**src/core/fvr_pkg.sv**
```systemverilog
// Package: register map, field layout and types of the fixed reference control block
package fvr_pkg;

   // ----------------------------------------
   // Register map
   // ----------------------------------------
   localparam logic [3:0] REF_CONTROL_ADDR  = 4'h0;
   localparam logic [3:0] REF_STATUS_ADDR   = 4'h1;
   localparam logic [7:0] REF_CONTROL_RESET = 8'h00;

   // ----------------------------------------
   // Field positions
   // ----------------------------------------
   localparam int REF_ENABLE_BIT   = 7;
   localparam int REF_READY_BIT    = 6;
   localparam int TEMP_ENABLE_BIT  = 5;
   localparam int TEMP_RANGE_BIT   = 4;
   localparam int CMP_GAIN_LSB     = 2;
   localparam int ADC_GAIN_LSB     = 0;
   localparam logic [7:0] WRITE_MASK = 8'hBF;

   // ----------------------------------------
   // Gain codes and timing
   // ----------------------------------------
   localparam logic [1:0] GAIN_OFF = 2'h0;
   localparam logic [1:0] GAIN_X1  = 2'h1;
   localparam logic [1:0] GAIN_X2  = 2'h2;
   localparam logic [1:0] GAIN_X4  = 2'h3;
   localparam int SETTLE_NS       = 25000;
   localparam int CLK_PERIOD_NS   = 25;
   localparam int SETTLE_CYCLES   = (SETTLE_NS + CLK_PERIOD_NS - 1) / CLK_PERIOD_NS;
   localparam int SETTLE_CNT_W    = 10;

   typedef enum logic [1:0] {
      FVR_GAIN_OFF,
      FVR_GAIN_1X,
      FVR_GAIN_2X,
      FVR_GAIN_4X
   } fvr_gain_type;

   typedef struct packed {
      logic         ref_enable;
      logic         temp_sense_enable;
      logic         temp_range_select;
      fvr_gain_type comparator_gain;
      fvr_gain_type adc_gain;
   } fvr_analog_ctrl_type;

   typedef struct packed {
      logic [3:0] addr;
      logic [7:0] wdata;
      logic       wr;
      logic       rd;
   } fvr_bus_req_type;

endpackage

```
**src/core/fvr_ctrl.sv**
```systemverilog
// Module: fixed reference control register with ready-flag hardware
// ----------------------------------------
// Contract
// - Control bit 7 turns the fixed reference on when set, off when cleared.
// - Ready flag, bit 6, sets only after reference and amplifiers have stabilized.
// - Ready flag reads zero while unstable or while the reference is disabled.
// - On the regulator variant, the ready flag always reads one.
// - Bit 5 enables the temperature indicator when set.
// - Bit 4 selects temperature high range when set, low range when clear.
// - Comparator gain bits 3:2: 11=4x, 10=2x, 01=1x, 00=buffer off.
// - ADC gain bits 1:0: 11=4x, 10=2x, 01=1x, 00=buffer off.
// - All writable control bits clear to zero on every reset.
// ----------------------------------------
`timescale 1ns/100ps
module fvr_ctrl #(
   parameter bit REGULATOR_VARIANT = 1'b0
) (
   input  wire logic                         sys_clk,
   input  wire logic                         rstn,
   input  wire fvr_pkg::fvr_bus_req_type     bus_req,
   output      logic [7:0]                   bus_rdata,
   input  wire logic                         ref_stable_in,
   output      fvr_pkg::fvr_analog_ctrl_type analog_ctrl,
   output      logic                         ref_ready
);
   import fvr_pkg::*;

   // ----------------------------------------
   // Helpers
   // ----------------------------------------
   function automatic fvr_gain_type decode_gain(input logic [1:0] code);
      fvr_gain_type g;
      g = FVR_GAIN_OFF;
      unique case (code)
         GAIN_X4: g = FVR_GAIN_4X;
         GAIN_X2: g = FVR_GAIN_2X;
         GAIN_X1: g = FVR_GAIN_1X;
         GAIN_OFF: g = FVR_GAIN_OFF;
      endcase
      return g;
   endfunction

   // ----------------------------------------
   // State
   // ----------------------------------------
   logic [7:0]              ctrl_r, ctrl_nxt;
   logic [SETTLE_CNT_W-1:0] settle_r, settle_nxt;
   logic                    ready_r, ready_nxt;
   logic                    stable_s1_r, stable_s2_r;
   logic [7:0]              rdata_r, rdata_nxt;
   logic                    ready_view;

   // Analog stable indication comes from outside the clock domain
   always_ff @(posedge sys_clk or negedge rstn) begin
      if (!rstn) begin
         stable_s1_r <= 1'b0;
         stable_s2_r <= 1'b0;
      end else begin
         stable_s1_r <= ref_stable_in;
         stable_s2_r <= stable_s1_r;
      end
   end

   // ----------------------------------------
   // Control register and ready timer
   // ----------------------------------------
   always_comb begin
      ctrl_nxt   = ctrl_r;
      settle_nxt = settle_r;
      ready_nxt  = ready_r;
      if (bus_req.wr && bus_req.addr == REF_CONTROL_ADDR) begin
         ctrl_nxt = bus_req.wdata & WRITE_MASK;
      end
      if (!ctrl_r[REF_ENABLE_BIT]) begin
         settle_nxt = '0;
         ready_nxt  = 1'b0;
      end else if (settle_r != SETTLE_CNT_W'(SETTLE_CYCLES)) begin
         settle_nxt = settle_r + 1'b1;
         ready_nxt  = 1'b0;
      end else begin
         ready_nxt = stable_s2_r;
      end
   end

   always_ff @(posedge sys_clk or negedge rstn) begin
      if (!rstn) begin
         ctrl_r   <= REF_CONTROL_RESET;
         settle_r <= '0;
         ready_r  <= 1'b0;
         rdata_r  <= 8'h00;
      end else begin
         ctrl_r   <= ctrl_nxt;
         settle_r <= settle_nxt;
         ready_r  <= ready_nxt;
         rdata_r  <= rdata_nxt;
      end
   end

   assign ready_view = REGULATOR_VARIANT ? 1'b1 : ready_r;

   // ----------------------------------------
   // Read path
   // ----------------------------------------
   always_comb begin
      rdata_nxt = 8'h00;
      if (bus_req.rd) begin
         unique case (bus_req.addr)
            REF_CONTROL_ADDR: begin
               rdata_nxt                = ctrl_r;
               rdata_nxt[REF_READY_BIT] = ready_view;
            end
            REF_STATUS_ADDR: rdata_nxt = {7'h00, stable_s2_r};
            default: rdata_nxt = 8'h00;
         endcase
      end
   end

   assign bus_rdata = rdata_r;
   assign ref_ready = ready_view;

   // ----------------------------------------
   // Analog controls
   // ----------------------------------------
   always_comb begin
      analog_ctrl.ref_enable        = ctrl_r[REF_ENABLE_BIT];
      analog_ctrl.temp_sense_enable = ctrl_r[TEMP_ENABLE_BIT];
      analog_ctrl.temp_range_select = ctrl_r[TEMP_RANGE_BIT];
      analog_ctrl.comparator_gain   = decode_gain(ctrl_r[CMP_GAIN_LSB +: 2]);
      analog_ctrl.adc_gain          = decode_gain(ctrl_r[ADC_GAIN_LSB +: 2]);
   end
endmodule

```
**config.mk**
```make
export PLATFORM = sky130hd
export DESIGN_NAME = fvr_ctrl
export DESIGN_NICKNAME = d
export VERILOG_FILES = /design/src/core/fvr_pkg.sv /design/src/core/fvr_ctrl.sv
export SDC_FILE = /design/constraint.sdc
export NUM_CORES = 1
export LEC_CHECK = 0
export ABC_AREA = 1
export BUFFER_PORTS_ARGS = -buffer_cell sky130_fd_sc_hd__buf_2
export CORE_UTILIZATION = 24
export CTS_CLUSTER_DIAMETER = 80
export DETAILED_ROUTE_END_ITERATION = 10
export PLACE_DENSITY = 0.52
export SLEW_MARGIN = 20
export SYNTH_ARGS = -nofsm -noshare
export SYNTH_HDL_FRONTEND = slang
export SYNTH_SLANG_ARGS = --single-unit
```
**constraint.sdc**
```tcl
create_clock -name sys_clk -period 3.1 [get_ports sys_clk]
set_input_delay 0.155 -clock sys_clk [delete_from_list [all_inputs] [get_ports sys_clk]]
set_output_delay 0.155 -clock sys_clk [all_outputs]
set_load 0.05 [all_outputs]
```
Word-level counts from Yosys, hierarchy flattened
Index checks and enable logic that the tools add are counted.
{"block": "totals", "reg_bits": 28, "input_bits": 17, "out_inout_bits": 16}
{"block": "op_classes", "addsub": 1, "eq_ne": 9, "muxes": 8, "reduce_logical": 4}
{"operator": "$mux 10", "n": 2}
{"operator": "$pmux 2 s4", "n": 2}
{"operator": "$pmux 8 s2", "n": 1}
{"operator": "$add 10x1->10 const B", "n": 1}
{"operator": "$ne 10x10->1 const B", "n": 1}
{"operator": "$eq 2x2->1 const B", "n": 4}
{"operator": "$mux 8", "n": 1}
{"operator": "$eq 2x1->1 const B", "n": 2}
{"operator": "$eq 4x1->1 const B", "n": 1}
{"operator": "$logic_not 2->1", "n": 2}
{"operator": "$logic_not 4->1", "n": 1}
{"operator": "$mux 1", "n": 2}
{"operator": "$ne 2x1->1 const B", "n": 1}
{"operator": "$logic_and 1x1->1", "n": 1}

Longest topological paths before layout
Gate-level depths: netlist (run 1).
{"block": "depth", "word_depth": 3, "ltp_mapped": 7, "ltp_nobuf": 7}

Worst setup path before layout (run 1)
OpenSTA, ideal clock, no wires.
{"block": "synth_path", "path_kind": "reg2reg", "start": "reg settle_r[0]", "end": "reg settle_r[0]", "setup_ps": 117, "t_arrival_ps": 1098, "slack_ps": 1885, "path_stages_with_launch": 8, "cell_sequence": "dfrtp_1 inv_1 ha_1 nand2_1 nor2_1 nand3_1 nand2_1 nand2_1"}
{"block": "synth_between", "elab_chain_len": 3, "word_cells_on_any_way": 5}
{"element": "start: declaration", "line": "fvr_ctrl.sv:47", "text": "logic [SETTLE_CNT_W-1:0] settle_r, settle_nxt;"}
{"element": "start signal: assignment", "line": "fvr_ctrl.sv:93", "text": "settle_r <= settle_nxt;"}
{"element": "$add 10x1->10", "line": "fvr_ctrl.sv:78", "text": "settle_nxt = settle_r + 1'b1;"}
{"element": "$mux 10", "line": "fvr_ctrl.sv:77", "text": "end else if (settle_r != SETTLE_CNT_W'(SETTLE_CYCLES)) begin"}
{"element": "$mux 10", "line": "fvr_ctrl.sv:74", "text": "if (!ctrl_r[REF_ENABLE_BIT]) begin"}
Parallel ways exist; a longest one is shown, timed or not. The select of a mux whose other input is x is not followed.
A chain may end at the register's enable or synchronous reset.

Final worst setup path (run 1)
{"block": "layout_path", "start": "reg settle_r[0]", "end": "reg settle_r[1]"}
The elaborated chain is that of the path after synthesis.

==> impl_metrics.csv, run 1 <==
group,metric,value,unit
grt,grt_antenna_before_repair,0,
power_and_ir_drop,p_per_area,601,nW/µm²
placed_design,port_buffers,31,
die,die_h,74.6,µm
placed_design,dpl-instance-area,1450,µm²
die,num_rows,26,
layout,fillers,562,
sta,hold_violations,0,
power_and_ir_drop,p_switching,298,µW
clocking,cts_sinks,28,
power_and_ir_drop,pwr-share-comb,0.227,
worst_setup_path,regToRegStartpoint,"settle_r[0]",
sta,fin_crit_sh,0.444,
clocking,post_cts_resized,0,
routing,drc,0,
clocking,cts_buffer_depth,2,
worst_setup_path,critPathRequiredTime,3270,ps
yosys,syn_area_per_cell,8.38,µm²
placed_design,dp_hpwl,1780,µm
worst_setup_path,end_kind,"register",
sta,fin_hold_ws,77.7,ps
min_path,min_path_type,"in -> reg",
clocking,cts_tree,"done",
layout,num_antenna_cells,0,
power_and_ir_drop,ir_worst_vdd,0.000416,V
worst_setup_path,cp.arrival,1540,ps
routing,wl_per_cell,9.81,µm
power_and_ir_drop,p_int,631,µW
yosys,synth_area,1260,µm²
yosys,synth_top_cell_by_area,"dfrtp_1",
worst_setup_path,startpoint,"settle_r[0]",
power_and_ir_drop,power_frac_clock,0.305,
routing,via_count,997,
yosys,yosys.area.top_type_share,0.554,
grt,grt_pass1_vias,919,
yosys,synth_nets,170,
routing,drt_iter0_drc,63,
sta,rsz0062_at_grt,"no",
grt,grt.total_usage,0.0994,
die,start_util,0.248,
grt,grt_max_degree,29,
routing,antenna_left,0,
layout,final_nets,199,
sta,slew_violations,0,
yosys,syn_inst,151,
sta,fin_ws,1720,ps
clocking,clock_latency,270,ps
sta,tightest_slew,610,ps
worst_setup_path,crit_type,"reg -> reg",
clocking,path_clk_slew,100,ps
min_path,min-delay-start,"bus_req[5]",
power_and_ir_drop,power_frac_seq,0.468,
yosys,synthTopCellsByArea,"dfrtp_1, nand2_1, inv_1",
sta,fmax,726,MHz
clocking,ctsHoldBuffers,2,
power_and_ir_drop,static-leakage-power,0.000807,µW
power_and_ir_drop,swShare,0.321,
die,die_w,74.6,µm
yosys,synth_seq_cells,28,
die,ios,33,
clocking,htree_levels,1,
sta,slew_headroom,0.593,
routing,post_drt_via_cell_ratio,4.00,
grt,grt_pass1_wl,4090,µm
yosys,ys_warn_count,0,
worst_setup_path,crit_path_start_kind,"register",
die,dieArea,5570,µm²
layout,drive_gt1_frac,0.229,
yosys,yosysSeqAreaShare,0.554,
sta,tns,0,ps
routing,dr.pass1.iters,4,
placed_design,place_congestion,0.753,
layout,area_growth_syn_to_layout,22.2,%
layout,final_area,1550,µm²
placed_design,preCtsSetupSlack,1730,ps
sta,min_period,1380,ps
grt,overflow,0,
yosys,ys_types,20,
worst_setup_path,critPathMaxFanout,4,
die,core,5110,µm²
layout,final_core_util,0.303,
clocking,numCtsBuffers,3,
sta,fin_worst_skew,8.57,ps
flow_run,cap_violations,0,
clocking,post-cts-setup-buffers,0,
routing,finalWirelength,2440,µm
status,outcome,"finished clean",
sta,setup_viol,0,
clocking,cts-root-buf,"clkbuf_8",
[cells in the mapped netlist]
cell type,instances
and3_1,1
buf_2,1
ha_1,2
nor2_1,20
buf_4,3
dfrtp_1,28
nor3_1,3
nor2_2,2
nor2_4,1
a21oi_1,5
clkbuf_1,4
inv_1,23
nand2_2,1
and3_2,1
nand4_1,1
buf_6,1
o21ai_0,10
nand3_1,10
nand2_1,33
nor3_2,1
[placed cells by master (no fill, tap or decap), types with 2 or more instances in the layout]
master,n
a21oi_1,5
buf_2,31
clkbuf_8,3
dfrtp_1,28
dlygate4sd3_1,2
ha_1,2
inv_1,23
nand2_1,33
nand3_1,10
nor2_1,20
nor2_2,2
nor3_1,3
o21ai_0,10
[registers in the layout, indices dropped and copies added (netlist names)]
register     count
bus_rdata        8
ref_ready        1
settle_r        10
stable_s1_r      1
ctrl_r           7
stable_s2_r      1
[worst max-delay path, cell delays in order, from the launching register on]
cell	delay, ps
dfrtp_1	420
inv_1	120
ha_1	180
nand2_1	50
nor2_1	220
nand3_1	140
nand2_1	80
nand2_1	50
[cell type report]
cell class              instances  area [µm²]  area share
multi-input cells              91         424       0.274
clock buffers                   3        41.3      0.0267
well taps                      70        87.6      0.0567
repair buffers                 33         175       0.113
flip-flops and latches         28         701       0.453
inverters                      23        86.3      0.0559
clock inverters                 1        30.0      0.0194
[per-stage QoR]
| step | power (µW) | cells |
|---|---|---|
| after floorplan | 617 | 151 |
| after global placement | 652 | 243 |
| after detailed placement | 654 | 243 |
| after CTS | 945 | 249 |
| after global routing | 987 | 249 |
| final | 929 | 249 |
[per-layer routing]
metal  track usage  vias to the layer above  wire length, µm
met5             0                        -                0
met4        0.0482                        0               43
li1              -                      516                -
met2         0.150                       27             1060
met1         0.130                      452             1210
met3        0.0285                        2              130
[power by group through the flow]
stage / Combinational [µW] / Sequential, µW / Clock, µW
final: 211 / 435 / 284
after floorplan: 183 / 434 / 0
after global routing: 240 / 442 / 305
after global placement: 209 / 443 / 0
after CTS: 214 / 437 / 294
after detailed placement: 211 / 444 / 0
[kinds of logic (layout without fill, tap and decap cells)]
family / after synthesis / count (layout) / share of synthesized area
adder cells (fa/ha/maj): 2 / 2 / 0.0198
buffers and inverters: 32 / 60 / 0.111
flip-flops: 28 / 28 / 0.554
AND/OR/NAND/NOR: 74 / 74 / 0.256
AO/OA/AOI/OAI: 15 / 15 / 0.0593
[worst paths after layout]
path,endpoint,slack (ps),cells past startpoint
max in group asynchronous,ctrl_r[1],2270,2
min in group asynchronous,settle_r[3],420,2
setup reg to reg,settle_r[1],1720,7
setup / recovery,settle_r[1],1720,7
hold / removal,ctrl_r[3],80,3
hold reg to reg,stable_s2_r,370,0
(Power assumes the default switching activity.)
==> run 2: changes to the inputs <==
--- a/config.mk
+++ b/config.mk
@@ -10,7 +10,7 @@
 export CORE_UTILIZATION = 24
 export CTS_CLUSTER_DIAMETER = 80
 export DETAILED_ROUTE_END_ITERATION = 10
-export PLACE_DENSITY = 0.52
+export PLACE_DENSITY = 0.53
 export SLEW_MARGIN = 20
 export SYNTH_ARGS = -nofsm -noshare
 export SYNTH_HDL_FRONTEND = slang
==> constraint.sdc (replaced) <==
create_clock -name sys_clk -period 1.2 [get_ports sys_clk]
set_input_delay 0.06 -clock sys_clk [delete_from_list [all_inputs] [get_ports sys_clk]]
set_output_delay 0.06 -clock sys_clk [all_outputs]
set_load 0.05 [all_outputs]
==> run 2 against run 1 <==
Effect of this change:
- the flow now finishes with violations (setup timing)
- sequential cell count unchanged
- setup slack worse by 1700 ps
- register-to-register slack worse by 1700 ps
- hold slack worse by 75 ps
- total power rose to 2.8 times the previous value
- critical path depth unchanged
- clock power rose to 2.7 times the previous value
- critical endpoint unchanged
==> impl_metrics.csv, run 2 (synthesis results as in run 1) <==
group,metric,value,unit
status,outcome,"complete, but fails checks",
status,violations,"setup timing",
sta,min_period,1200,ps
routing,drc,0,
placed_design,place_congestion,0.760,
worst_setup_path,r2r_cells,7,
layout,drive_gt1_frac,0.323,
clocking,cts_buffer_depth,2,
layout,final_nets,215,
power_and_ir_drop,pwr-share-comb,0.282,
min_path,hold_depth,3,
die,ios,33,
clocking,path_clk_slew,100,ps
routing,antenna_left,0,
sta,hold_violations,0,
worst_setup_path,cp-endpoint,"settle_r[1]",
die,start_util,0.248,
worst_setup_path,r2r_slack,-4,ps
sta,slew_violations,0,
clocking,cts_sinks,28,
die,num_rows,26,
worst_setup_path,crit_path_start_kind,"register",
grt,overflow,0,
die,die_h,74.6,µm
worst_setup_path,slowest_delay,430,ps
routing,dr.pass1.iters,5,
routing,wl_per_cell,9.95,µm
worst_setup_path,cp.arrival,1430,ps
sta,fin_ws,-4.29,ps
clocking,htree_levels,1,
sta,setup_viol,3,
layout,largest_reg_flops,10,
layout,multi_input_area,474,µm²
power_and_ir_drop,power_frac_seq,0.427,
layout,regArea,701,µm²
worst_setup_path,crit_type,"reg -> reg",
routing,finalWirelength,2640,µm
clocking,cts-root-buf,"clkbuf_8",
power_and_ir_drop,ir_worst_vdd,0.000468,V
worst_setup_path,critPathRequiredTime,1430,ps
die,dieArea,5570,µm²
power_and_ir_drop,p_per_area,1490,nW/µm²
min_path,min-delay-start,"bus_req[4]",
sta,slew_headroom,0.762,
worst_setup_path,end_kind,"register",
power_and_ir_drop,swShare,0.326,
die,core,5110,µm²
worst_setup_path,timing.rr.end,"settle_r[1]",
power_and_ir_drop,static-leakage-power,0.000874,µW
grt,grt.total_usage,0.0984,
worst_setup_path,critPathMaxFanout,4,
routing,post_drt_via_cell_ratio,4.04,
sta,fmax,830,MHz
min_path,min_path_type,"in -> reg",
sta,rsz0062_at_grt,"yes",
flow_run,cap_violations,0,
power_and_ir_drop,power.total,2590,µW
power_and_ir_drop,p_int,1740,µW
worst_setup_path,crit_slowest_cell,"dfrtp_1",
grt,grt_antenna_before_repair,0,
layout,top_register,"settle_r",
layout,final_common_cell,"buf_2",
layout,final_cell_mix,"buf_2, nand2_1, dfrtp_1",
sta,tns,-10.8,ps
worst_setup_path,startpoint,"settle_r[1]",
clocking,clock_latency,280,ps
grt,grt_pass1_vias,922,
placed_design,dp_hpwl,1860,µm
clocking,cts_tree,"done",
layout,area_growth_syn_to_layout,37.3,%
power_and_ir_drop,p_switching,842,µW
layout,fillers,550,
worst_setup_path,path_buf_inv,2,
worst_setup_path,path_depth,7,
placed_design,port_buffers,31,
worst_setup_path,path_delay_family,"flip-flops",
layout,final_core_util,0.340,
grt,grt_pass1_wl,4140,µm
sta,fin_worst_skew,5.10,ps
die,die_w,74.6,µm
layout,num_antenna_cells,0,
routing,drt_iter0_drc,45,
worst_setup_path,path_cells,"inv_1 > ha_2 > nand2_2 > nor2_4 > buf_6 > nand3_2 > nand2_1",
power_and_ir_drop,power_frac_clock,0.291,
routing,via_count,1070,
clocking,numCtsBuffers,3,
sta,fin_crit_sh,1.00,
sta,tightest_slew,358,ps
worst_setup_path,regToRegStartpoint,"settle_r[1]",
grt,grt_max_degree,29,
==> run 2: cell count changes in the layout (fill, tap and decap cells not counted), moves of 3 or more <==
| cell | previous run | this run |
|---|---|---|
| buf_4 | 0 | 8 |
| dlygate4sd3_1 | 2 | 9 |
| nand2_1 | 33 | 30 |
| nand2_2 | 1 | 4 |
| nand3_1 | 10 | 7 |
==> run 2: per-layer routing <==
metal / global-route usage / up-vias / share of wire
met5: 0 / - / 0
met4: 0.0440 / 0 / 0.017
met3: 0.0122 / 5 / 0.025
met2: 0.149 / 17 / 0.50
met1: 0.140 / 501 / 0.46
li1: - / 547 / -
==> run 2: worst register-to-register path, stage by stage (launching register included) <==
cell and delay (ps):
dfrtp_1 430, inv_1 70, ha_2 190, nand2_2 70, nor2_4 130, buf_6 110, nand3_2 70, nand2_1 80
==> run 2: power groups by stage <==
stage / registers [µW] / clock network [µW] / logic, µW
after floorplan: 1120 / 0 / 475
after global placement: 1120 / 0 / 633
after detailed placement: 1120 / 0 / 640
after CTS: 1100 / 787 / 671
after global routing: 1120 / 812 / 790
final: 1100 / 753 / 729
==> run 2: per-stage QoR <==
step	cell area [µm²]	hold slack (ps)	std cells	setup WS [ps]
floorplan	1270	-236	151	17.0
global route	1740	33.0	265	-106
detailed placement	1510	83.7	250	-21.6
global placement	1510	84.6	250	-26.2
finish	1740	2.75	265	-4.29
CTS	1670	2.46	263	-15.5
==> run 2: cell type report <==
| type | count | area share |
|---|---|---|
| multi-input cells | 91 | 0.273 |
| flip-flops and latches | 28 | 0.403 |
| inverters | 23 | 0.0497 |
| well taps | 70 | 0.0504 |
| clock buffers | 3 | 0.0238 |
| repair buffers | 49 | 0.182 |
| clock inverters | 1 | 0.0173 |
==> run 2: repair_timing <==
action                     in CTS  in global routing
buffers inserted                0                  2
hold buffers                    9                  0
hold endpoints to repair       36                  0
pin swaps                       1                  5
gates resized for setup         1                 14
setup endpoints to repair       2                  9
==> run 2: worst min path at each step <==
| stage | end | slack [ps] |
|---|---|---|
| global route | ctrl_r[2] | 30 |
| global placement | bus_rdata[5] | 80 |
| CTS | ctrl_r[2] | 2 |
| detailed placement | bus_rdata[5] | 80 |
| finish | ctrl_r[2] | 3 |
| floorplan | bus_rdata[0] | -240 |
